**src/common/mem_cycle_pkg.sv**
```systemverilog
// constants and types for the configurable memory cycle interface
package mem_cycle_pkg;
  localparam int ADDR_W = 32;
  localparam int DATA_W = 32;
  localparam int NUM_TSTATES = 6;
  localparam logic [31:0] INT_RAM_BASE = 32'h80000000;
  localparam logic [31:0] INT_RAM_LAST = 32'h800007FF;
  localparam int HALF_UNIT_NS = 25;
  localparam int REF_CLK_MHZ = 125;
  localparam int REF_CLK_PERIOD_NS = 8;
  // reference clock cycles per half clock unit, least time rounded up
  localparam int HALF_UNIT_CYCLES = (HALF_UNIT_NS + REF_CLK_PERIOD_NS - 1) / REF_CLK_PERIOD_NS;
  localparam logic [2:0] TSTATE_LEN_MIN = 3'h1;
  localparam logic [2:0] TSTATE_LEN_MAX = 3'h4;
  localparam logic [4:0] STROBE_DLY_MIN = 5'h01;
  localparam logic [4:0] STROBE_DLY_MAX = 5'h1F;
  localparam logic [2:0] TSTATE_LEN_RST = 3'h4;
  localparam logic [4:0] STROBE_DLY_RST = 5'h1F;
  localparam logic LATE_WRITE_RST = 1'b1;

  typedef enum logic [7:0] {
    ST_IDLE  = 8'h01,
    ST_SETUP = 8'h02,
    ST_HOLD  = 8'h04,
    ST_TURN  = 8'h08,
    ST_WAIT  = 8'h10,
    ST_XFER  = 8'h20,
    ST_END   = 8'h40,
    ST_EXTRA = 8'h80
  } cyc_state_t;

  typedef struct packed {
    logic [2:0] t1Len;
    logic [2:0] t2Len;
    logic [2:0] t3Len;
    logic [2:0] t4Len;
    logic [2:0] t5Len;
    logic [2:0] t6Len;
    logic [4:0] strobe1_width_count;
    logic [4:0] strobe2_delay_count;
    logic [4:0] strobe3_delay_count;
    logic [4:0] strobe4_delay_count;
    logic lateWrite;
  } mem_cfg_t;

  typedef struct packed {
    logic [31:0] addr;
    logic [31:0] wdata;
    logic [3:0] byteEn;
    logic write;
    logic refresh;
  } mem_req_t;
endpackage

```
**src/hdl/mem_cycle_if.sv**
```systemverilog
// memory cycle engine: six timed states on a multiplexed bus
`timescale 1ns/1ps
`default_nettype none
// What this block does
// - one shared 32-bit address and data bus
// - byte, read, refresh, five strobes, wait, config, request
// - signed byte addresses from 80000000 to 7FFFFFFF
// - internal RAM range never goes external
// - six timing states in fixed order
// - each state lasts one to four units
// - unit is half the exported clock period
// - only fourth state stretches, one unit each
// - low address bits carry write and refresh flags, byte strobes select
// - reads fetch full word, select internally
// - data line 0 low early on writes
// - data line 1 low early on refresh
// - strobe 0 asserted second to fifth state, 2-4 per configured delays
// - strobe 1 releases after count or fifth end
// - waits may move strobe 1 release later
// - write strobes assert third or fourth state
// - write strobes release at sixth state
// - late write data valid at strobe fall
// - wait input high keeps inserting waits
// - after waits fifth state starts rising edge
// - odd unit total adds one extra unit
// - refresh strobe low before first through sixth
module mem_cycle_if
  import mem_cycle_pkg::*;
(
  input wire logic ref_clk, // system clock
  input wire logic sys_rst, // async reset, high
  input wire logic clkEn, // freezes all state when low
  input wire mem_cfg_t cfgIn, // configuration, sampled at reset release
  input wire mem_req_t reqIn, // access request
  input wire logic reqValid, // request strobe
  output logic reqReady, // engine idle
  output logic [31:0] rdData, // selected read data
  output logic rdValid, // read data pulse
  output logic intRamHit, // access served by internal RAM
  input wire logic [31:0] adIn, // bus pins in
  output logic [31:0] adOut, // bus pins out
  output logic [31:0] adOe, // bus output enables
  output logic [3:0] byte_write_strobe_n, // byte write strobes
  output logic readStrobeN, // read strobe
  output logic refresh_strobe_n, // refresh strobe
  output logic [4:0] progStrobeN, // programmable strobes 0..4
  output logic exported_cpu_clock, // exported clock
  input wire logic wait_request_in, // wait pin
  input wire logic config_serial_in, // config pin, unused here
  input wire logic busReqIn, // bus request pin
  output logic busGrantOut // bus grant
);
  mem_cfg_t cfgReg;
  logic cfgLoaded;
  cyc_state_t stateReg;
  cyc_state_t stateNext;
  mem_req_t curReg;
  logic [1:0] divCnt;
  logic unitTick;
  logic [2:0] stLenCnt;
  logic [2:0] curLen;
  logic [5:0] t2Units;
  logic [6:0] cycUnits;
  logic waitSeen;
  logic wait1;
  logic wait2;
  logic breq1;
  logic breq2;
  logic [31:0] din1, din2;
  logic stEnd;

  // config captured once after reset release
  // later changes on cfgIn are ignored until the next reset
  always_ff @(posedge ref_clk or posedge sys_rst) begin
    if (sys_rst) begin
      cfgLoaded <= 1'b0;
      cfgReg <= '0;
    end else if (clkEn && !cfgLoaded) begin
      cfgLoaded <= 1'b1;
      cfgReg <= cfgIn;
    end
  end

  // pin synchronisers
  // two flops per pin, only the second one feeds logic
  always_ff @(posedge ref_clk or posedge sys_rst) begin
    if (sys_rst) begin
      wait1 <= 1'b0;
      wait2 <= 1'b0;
      breq1 <= 1'b0;
      breq2 <= 1'b0;
      din1 <= 32'h00000000;
      din2 <= 32'h00000000;
    end else if (clkEn) begin
      wait1 <= wait_request_in;
      wait2 <= wait1;
      breq1 <= busReqIn;
      breq2 <= breq1;
      din1 <= adIn;
      din2 <= din1;
    end
  end

  // half clock unit tick and exported clock
  always_ff @(posedge ref_clk or posedge sys_rst) begin
    if (sys_rst) begin
      divCnt <= 2'h0;
      exported_cpu_clock <= 1'b0;
    end else if (clkEn) begin
      if (unitTick) begin
        divCnt <= 2'h0;
        exported_cpu_clock <= ~exported_cpu_clock;
      end else begin
        divCnt <= divCnt + 2'h1;
      end
    end
  end
  assign unitTick = (divCnt == 2'(HALF_UNIT_CYCLES - 1));

  // programmed length of the current state
  always_comb begin
    case (stateReg)
      ST_SETUP: curLen = cfgReg.t1Len;
      ST_HOLD: curLen = cfgReg.t2Len;
      ST_TURN: curLen = cfgReg.t3Len;
      ST_WAIT: curLen = cfgReg.t4Len;
      ST_XFER: curLen = cfgReg.t5Len;
      ST_END: curLen = cfgReg.t6Len;
      default: curLen = 3'h1;
    endcase
  end

  // length clamped to one..four units
  logic [2:0] lenEff;
  always_comb begin
    if (curLen < TSTATE_LEN_MIN) begin
      lenEff = TSTATE_LEN_MIN;
    end else if (curLen > TSTATE_LEN_MAX) begin
      lenEff = TSTATE_LEN_MAX;
    end else begin
      lenEff = curLen;
    end
  end

  // state length reached; widened so a saturated count cannot wrap
  logic lenDone;
  assign lenDone = ({1'b0, stLenCnt} + 4'h1) >= {1'b0, lenEff};
  assign stEnd = unitTick && lenDone;

  // request falls in the on-chip RAM range and never goes external
  logic reqInternal;
  assign reqInternal = (reqIn.addr >= INT_RAM_BASE) && (reqIn.addr <= INT_RAM_LAST);

  // cycle may start only on a low-to-high edge of the exported clock
  logic startOk;
  assign startOk = unitTick && !exported_cpu_clock && reqValid && cfgLoaded && !busGrantOut;

  // fourth state: minimum spent and wait pin low; after waits the fifth
  // state must open on a rising edge, so leave while the clock is low
  logic waitExit;
  assign waitExit = unitTick && lenDone && !wait2 && (!waitSeen || !exported_cpu_clock);

  // wait pin still high when the programmed length runs out
  logic waitAgain;
  assign waitAgain = (stateReg == ST_WAIT) && unitTick && lenDone && wait2;

  // edge on which a new cycle is launched
  logic startCyc;
  assign startCyc = (stateReg == ST_IDLE) && (stateNext == ST_SETUP);

  // next state: only the fourth state can be stretched
  always_comb begin
    stateNext = stateReg;
    case (stateReg)
      // waiting for an external request
      ST_IDLE: begin
        if (startOk && !reqInternal) begin
          stateNext = ST_SETUP;
        end
      end
      // address setup
      ST_SETUP: begin
        if (stEnd) begin
          stateNext = ST_HOLD;
        end
      end
      // address hold
      ST_HOLD: begin
        if (stEnd) begin
          stateNext = ST_TURN;
        end
      end
      // bus turnaround or write data setup
      ST_TURN: begin
        if (stEnd) begin
          stateNext = ST_WAIT;
        end
      end
      // waits are whole units; after waits leave only on a rising edge
      ST_WAIT: begin
        if (waitExit) begin
          stateNext = ST_XFER;
        end
      end
      // data transfer
      ST_XFER: begin
        if (stEnd) begin
          stateNext = ST_END;
        end
      end
      // end or data hold; odd totals get one more unit
      ST_END: begin
        if (stEnd) begin
          stateNext = cycUnits[0] ? ST_IDLE : ST_EXTRA;
        end
      end
      // filler unit to finish a whole exported clock period
      ST_EXTRA: begin
        if (unitTick) begin
          stateNext = ST_IDLE;
        end
      end
      default: stateNext = ST_IDLE;
    endcase
  end

  always_ff @(posedge ref_clk or posedge sys_rst) begin
    if (sys_rst) begin
      stateReg <= ST_IDLE;
      stLenCnt <= 3'h0;
      waitSeen <= 1'b0;
    end else if (clkEn) begin
      stateReg <= stateNext;
      // units spent in the current state, saturating
      if (stateNext != stateReg) begin
        stLenCnt <= 3'h0;
      end else if (unitTick && stLenCnt != 3'h7) begin
        stLenCnt <= stLenCnt + 3'h1;
      end
      // a wait at the length end forces a rising-edge exit later
      if (waitAgain) begin
        waitSeen <= 1'b1;
      end else if (stateNext != stateReg) begin
        waitSeen <= 1'b0;
      end
    end
  end

  // units since start of cycle and since start of the second state
  always_ff @(posedge ref_clk or posedge sys_rst) begin
    if (sys_rst) begin
      cycUnits <= 7'h00;
      t2Units <= 6'h00;
    end else if (clkEn && unitTick) begin
      if (stateReg == ST_IDLE) begin
        cycUnits <= 7'h00;
      end else begin
        cycUnits <= cycUnits + 7'h01;
      end
      if (stateReg == ST_IDLE || stateReg == ST_SETUP) begin
        t2Units <= 6'h00;
      end else if (t2Units != 6'h3F) begin
        t2Units <= t2Units + 6'h01;
      end
    end
  end

  // request latch and simple bus arbitration
  always_ff @(posedge ref_clk or posedge sys_rst) begin
    if (sys_rst) begin
      curReg <= '0;
      intRamHit <= 1'b0;
      busGrantOut <= 1'b0;
      reqReady <= 1'b0;
    end else if (clkEn) begin
      intRamHit <= 1'b0;
      if (startCyc) begin
        curReg <= reqIn;
      end
      if (stateReg == ST_IDLE && reqValid && reqInternal) begin
        intRamHit <= 1'b1;
      end
      // grant changes only between cycles, never inside one
      if (stateReg == ST_IDLE && stateNext == ST_IDLE) begin
        busGrantOut <= breq2;
      end
      reqReady <= cfgLoaded && stateNext == ST_IDLE && !busGrantOut;
    end
  end

  // a count of zero never fires; delays are whole units from the second state
  function automatic logic dlyHit(input logic [5:0] units, input logic [4:0] cnt);
    dlyHit = ({1'b0, cnt} <= units) && (cnt >= STROBE_DLY_MIN);
  endfunction

  // strobes, bus drive and data capture
  logic inAddr;
  logic inLate;
  logic writeOn;
  logic readCyc;
  logic inCycle;
  logic strobeWin;
  assign inAddr = (stateReg == ST_SETUP) || (stateReg == ST_HOLD);
  assign inLate = (stateReg == ST_TURN) || (stateReg == ST_WAIT) || (stateReg == ST_XFER);
  // early write opens in the third state, late write in the fourth
  assign writeOn = curReg.write && (((stateReg == ST_TURN) && !cfgReg.lateWrite) ||
                   (stateReg == ST_WAIT) || (stateReg == ST_XFER));
  // plain reads only; refresh cycles move no data
  assign readCyc = !curReg.write && !curReg.refresh;
  // any timed state of a running cycle
  assign inCycle = (stateReg != ST_IDLE) && (stateReg != ST_EXTRA);
  // programmable strobes may be low from the second to the fifth state
  assign strobeWin = (stateReg == ST_HOLD) || inLate;

  always_ff @(posedge ref_clk or posedge sys_rst) begin
    if (sys_rst) begin
      adOut <= 32'h00000000;
      adOe <= 32'h00000000;
      byte_write_strobe_n <= 4'hF;
      readStrobeN <= 1'b1;
      refresh_strobe_n <= 1'b1;
      progStrobeN <= 5'h1F;
    end else if (clkEn) begin
      // address and cycle flags in the first two states
      if (inAddr) begin
        adOut <= {curReg.addr[31:2], ~curReg.refresh, ~curReg.write};
        adOe <= 32'hFFFFFFFF;
      end else if (curReg.write && inCycle) begin
        adOut <= curReg.wdata;
        adOe <= 32'hFFFFFFFF;
      end else begin
        // bus released so the far side can drive it
        adOe <= 32'h00000000;
      end
      byte_write_strobe_n <= writeOn ? ~curReg.byteEn : 4'hF;
      // read strobe spans the third to fifth state
      readStrobeN <= !(readCyc && inLate);
      // low from the start edge until the sixth state has ended
      refresh_strobe_n <= !(curReg.refresh && (inAddr || inLate || stateReg == ST_END)) &&
                          !(reqIn.refresh && startCyc &&
                            reqValid);
      progStrobeN[0] <= !strobeWin;
      progStrobeN[1] <= !(strobeWin &&
                          !dlyHit(t2Units, cfgReg.strobe1_width_count));
      progStrobeN[2] <= !(strobeWin &&
                          dlyHit(t2Units, cfgReg.strobe2_delay_count));
      progStrobeN[3] <= !(strobeWin &&
                          dlyHit(t2Units, cfgReg.strobe3_delay_count));
      progStrobeN[4] <= !(strobeWin &&
                          dlyHit(t2Units, cfgReg.strobe4_delay_count));
    end
  end

  // full word fetched, byte lanes selected inside
  always_ff @(posedge ref_clk or posedge sys_rst) begin
    if (sys_rst) begin
      rdData <= 32'h00000000;
      rdValid <= 1'b0;
    end else if (clkEn) begin
      rdValid <= 1'b0;
      // data taken on the last edge of the fifth state
      if (stateReg == ST_XFER && stateNext == ST_END && readCyc) begin
        for (int i = 0; i < 4; i++) begin
          rdData[i*8 +: 8] <= curReg.byteEn[i] ? din2[i*8 +: 8] : 8'h00;
        end
        rdValid <= 1'b1;
      end
    end
  end
endmodule
`default_nettype wire

```
**config.mk**
```make
export PLATFORM = sky130hd
export DESIGN_NAME = mem_cycle_if
export DESIGN_NICKNAME = d
export VERILOG_FILES = /design/src/common/mem_cycle_pkg.sv /design/src/hdl/mem_cycle_if.sv
export SDC_FILE = /design/constraint.sdc
export NUM_CORES = 1
export LEC_CHECK = 0
export BUFFER_PORTS_ARGS = -buffer_cell sky130_fd_sc_hd__buf_4
export CELL_PAD_IN_SITES_DETAIL_PLACEMENT = 1
export CELL_PAD_IN_SITES_GLOBAL_PLACEMENT = 1
export CORE_MARGIN = 10
export CORE_UTILIZATION = 44
export DETAILED_ROUTE_END_ITERATION = 10
export GPL_ROUTABILITY_DRIVEN = 0
export HOLD_SLACK_MARGIN = 0.08
export PLACE_DENSITY = 0.92
export SETUP_SLACK_MARGIN = 0.5
export SLEW_MARGIN = 20
export SYNTH_ARGS = -nofsm -noshare
export SYNTH_HDL_FRONTEND = slang
export SYNTH_SLANG_ARGS = --single-unit
export TNS_END_PERCENT = 1
```
**constraint.sdc**
```tcl
create_clock -name ref_clk -period 28.7 [get_ports ref_clk]
set_clock_uncertainty 0.1 [all_clocks]
set_input_delay 4.305 -clock ref_clk [delete_from_list [all_inputs] [get_ports ref_clk]]
set_output_delay 4.305 -clock ref_clk [all_outputs]
set_load 0.01 [all_outputs]
```
==> metrics.cfg <==
[run_status]
status=finished clean

[synthesis]
synth_top_area_frac=0.540
synth-seq-cells=278
ys_types=60
synthCells=1027
yosys.area.top_type=dfrtp_1
synth_nets=1202
netlist_area_mm2=0.0123
async_flop_share=1.00
ys_seq_area_frac=0.566
synth-edff-count=0
ys_warn_count=0
synth_flop_cell=dfrtp_1
syn-mean-instance-area_um2=12.0
yosys-top-cells-area=dfrtp_1 (54%), mux2_2 (16%), nand2_1 (3.9%)

[timing]
timing.final.crit_period_ps=6400
rsz0062_at_grt=false
tns_ps=0
fmaxAchievable_mhz=156
worst_slack_ps=22300
hold_viol_final=0
period_share=0.223
final_max_slew_viol_count=0
setup_viol=0
max-slew-margin-rel=0.332
worst_pin_slew_ps=1000

[finish]
drive_gt1_frac=0.407
nets=1410
final_common_cell=dfrtp_1
final_cell_mix=dfrtp_1 (266), buf_4 (262), mux2_2 (175)
area_growth_syn_to_layout_pct=24.8

[grt]
grt_usage=0.196
grt_overflow_total=0
grt_pass1_vias=9865
grt_max_degree=131
grt_pass1_wl_mm=56.0
antenna_found_initial=4

[routing]
drt-total-wl_mm=35.5
viasPerCell=5.36
dr.first_iter.drc_count=374
routed-via-count=8804
ant_nets=0
drc=0
drtPass1Iterations=4
wl_per_cell_um=21.6

[place]
portBuffers=256
dp_hpwl_mm=25.2
post-place-ws_ps=21510

[pwr]
switchingPower_uw=334
p_seq_frac=0.446
ir_drop_uv=54.4
p_leak_uw=0.00709
p_sw_frac=0.292
pwr-share-comb=0.213
power_density_mw_per_mm2=74.3
p_int_uw=809
p_clk_frac=0.340

[clock_network]
cts_buffer_depth=3
clk_latency_ps=560
clkSinkCount=278
cts_tree=done
holdBufCountCts=0
clock-root-buffer=clkbuf_16
cts_resized=0
clk_pin_slew_ps=60
ctsHtreeMaxLevel=1
cts_made_buffers=31
postCtsSetupBuffers=0

[worst_hold_path]
hold_depth=2
hp-start=rdData[19]$_DFFE_PP0P_
whs_endpoint=rdData[19]$_DFFE_PP0P_
worst_hold_path_type=reg -> reg

[critical_path]
critPathCaptureType=asynchronous set/reset pin
worst_path_dominant_cell_family=buffers and inverters
path_class=in -> async
cp-start-kind=input pin
crit_cells=4
worst-path-buf-inv=4
cp_max_fo=130
r2r_start=stateReg[4]$_DFFE_PP0P_
crit_path_max_incr_delay_ps=860
crit_top_cell=buf_4
ff2ff_path_depth=14
r2r-end=rdData[25]$_DFFE_PP0P_
r2r_setup_slack_ps=23740
slowest_stage=buf_4
path_cells=buf_4 > inv_8 > buf_4 > buf_4
cp_data_arrival_time_ps=6850
crit_required_ps=29150

[die]
rows=61
die_h_um=187
io_pins=260
initial_core_util=0.445
die_w_um=187
core_mm2=0.0277
die_area_mm2=0.0351

[job]
maxCapViolations=0

==> through the flow <==
| step | hold slack (ps) | cell area, µm² | cells | power (µW) | utilization |
|---|---|---|---|---|---|
| 2_1_floorplan | 349 | 12300 | 1027 | 660 | - |
| 3_3_place_gp | 362 | 14300 | 1579 | 735 | 0.518 |
| 3_5_place_dp | 371 | 14400 | 1580 | 760 | 0.519 |
| 4_1_cts | 385 | 15400 | 1637 | 1160 | 0.555 |
| 5_1_grt | 409 | 15400 | 1640 | 1210 | 0.555 |
| 6_report | 377 | 15400 | 1642 | 1140 | 0.555 |
==> worst reg2reg max path, stage by stage (launching register included) <==
cell	delay, ps
dfrtp_1	530
nor4_2	870
and4b_1	510
a22oi_1	150
nand2_1	90
a221oi_1	60
nand2b_1	180
ha_1	300
o21ai_0	60
o21ai_0	540
a32o_1	280
a21boi_1	120
o2111ai_4	200
buf_4	530
o21ai_0	290
==> power groups by stage <==
| stage | Sequential [µW] | Clock (µW) | Combinational (µW) |
|---|---|---|---|
| final | 510 | 389 | 244 |
| after global routing | 519 | 418 | 271 |
| after CTS | 510 | 398 | 247 |
| after detailed placement | 515 | 0 | 245 |
| after global placement | 508 | 0 | 227 |
| after floorplan | 500 | 0 | 160 |
==> worst max path at each step <==
stage | from | endpoint | slack [ps]
after CTS | sys_rst | din2[2]$_DFFE_PP0P_ | 22110
after detailed placement | sys_rst | din2[2]$_DFFE_PP0P_ | 21510
after global routing | sys_rst | din2[4]$_DFFE_PP0P_ | 21790
final | sys_rst | rdData[6]$_DFFE_PP0P_ | 22300
after global placement | sys_rst | rdData[2]$_DFFE_PP0P_ | 21590
after floorplan | sys_rst | adOe[30]$_DFFE_PP0P_ | 16650
==> routing by layer <==
| layer | vias up | GRT usage | routed length, µm |
|---|---|---|---|
| li1 | 4007 | - | - |
| met4 | 0 | 0.0763 | 1270 |
| met2 | 238 | 0.344 | 18200 |
| met5 | - | 0 | 0 |
| met1 | 4486 | 0.220 | 13500 |
| met3 | 73 | 0.0550 | 2500 |
==> cell families (layout without fill, tap and decap cells) <==
kind of cell | after synthesis | count (layout) | share of synthesized area
AO/OA/AOI/OAI | 168 | 168 | 0.0825
XOR/XNOR | 3 | 3 | 0.00213
adder cells (fa/ha/maj) | 27 | 27 | 0.0274
buffers and inverters | 104 | 336 | 0.0429
flip-flops | 278 | 278 | 0.566
multiplexers | 205 | 205 | 0.184
other | 0 | 5 | 0
AND/OR/NAND/NOR | 242 | 242 | 0.0951
==> sequential cells by signal (all words and copies together), names as in the netlist, 2 cells and up <==
register / flops
rdData: 32
curReg: 68
stLenCnt: 3
t2Units: 6
din2: 32
din1: 32
stateReg: 8
cfgReg: 39
progStrobeN: 5
divCnt: 2
adOut: 32
byte_write_strobe_n: 4
==> area by class of cell <==
class	count	area [µm²]
diodes	5	12.5
fillers	2883	12300
inverters	16	67.6
flip-flops and latches	278	6970
repair buffers	263	1990
clock buffers	51	941
well taps	378	473
clock inverters	6	61.3
multi-input cells	645	4860
==> synthesized netlist by cell type (3+ instances only) <==
| library cell | n |
|---|---|
| a21o_1 | 3 |
| a21oi_1 | 21 |
| a22oi_1 | 8 |
| a311o_1 | 3 |
| a31oi_1 | 10 |
| a32o_1 | 4 |
| and2_1 | 7 |
| and3_1 | 9 |
| and4b_1 | 3 |
| buf_1 | 6 |
| buf_2 | 15 |
| buf_4 | 32 |
| clkbuf_1 | 35 |
| dfrtp_1 | 266 |
| dfstp_2 | 12 |
| ha_1 | 27 |
| inv_1 | 16 |
| mux2_2 | 175 |
| mux2i_1 | 30 |
| nand2_1 | 127 |
| nand2b_1 | 7 |
| nand3_1 | 11 |
| nand4_1 | 3 |
| nor2_1 | 31 |
| nor2b_1 | 8 |
| nor3_1 | 6 |
| nor4_1 | 8 |
| nor4b_1 | 6 |
| o211ai_1 | 4 |
| o21a_1 | 7 |
| o21ai_0 | 89 |
Note: power is estimated with default switching activity, not from simulation.
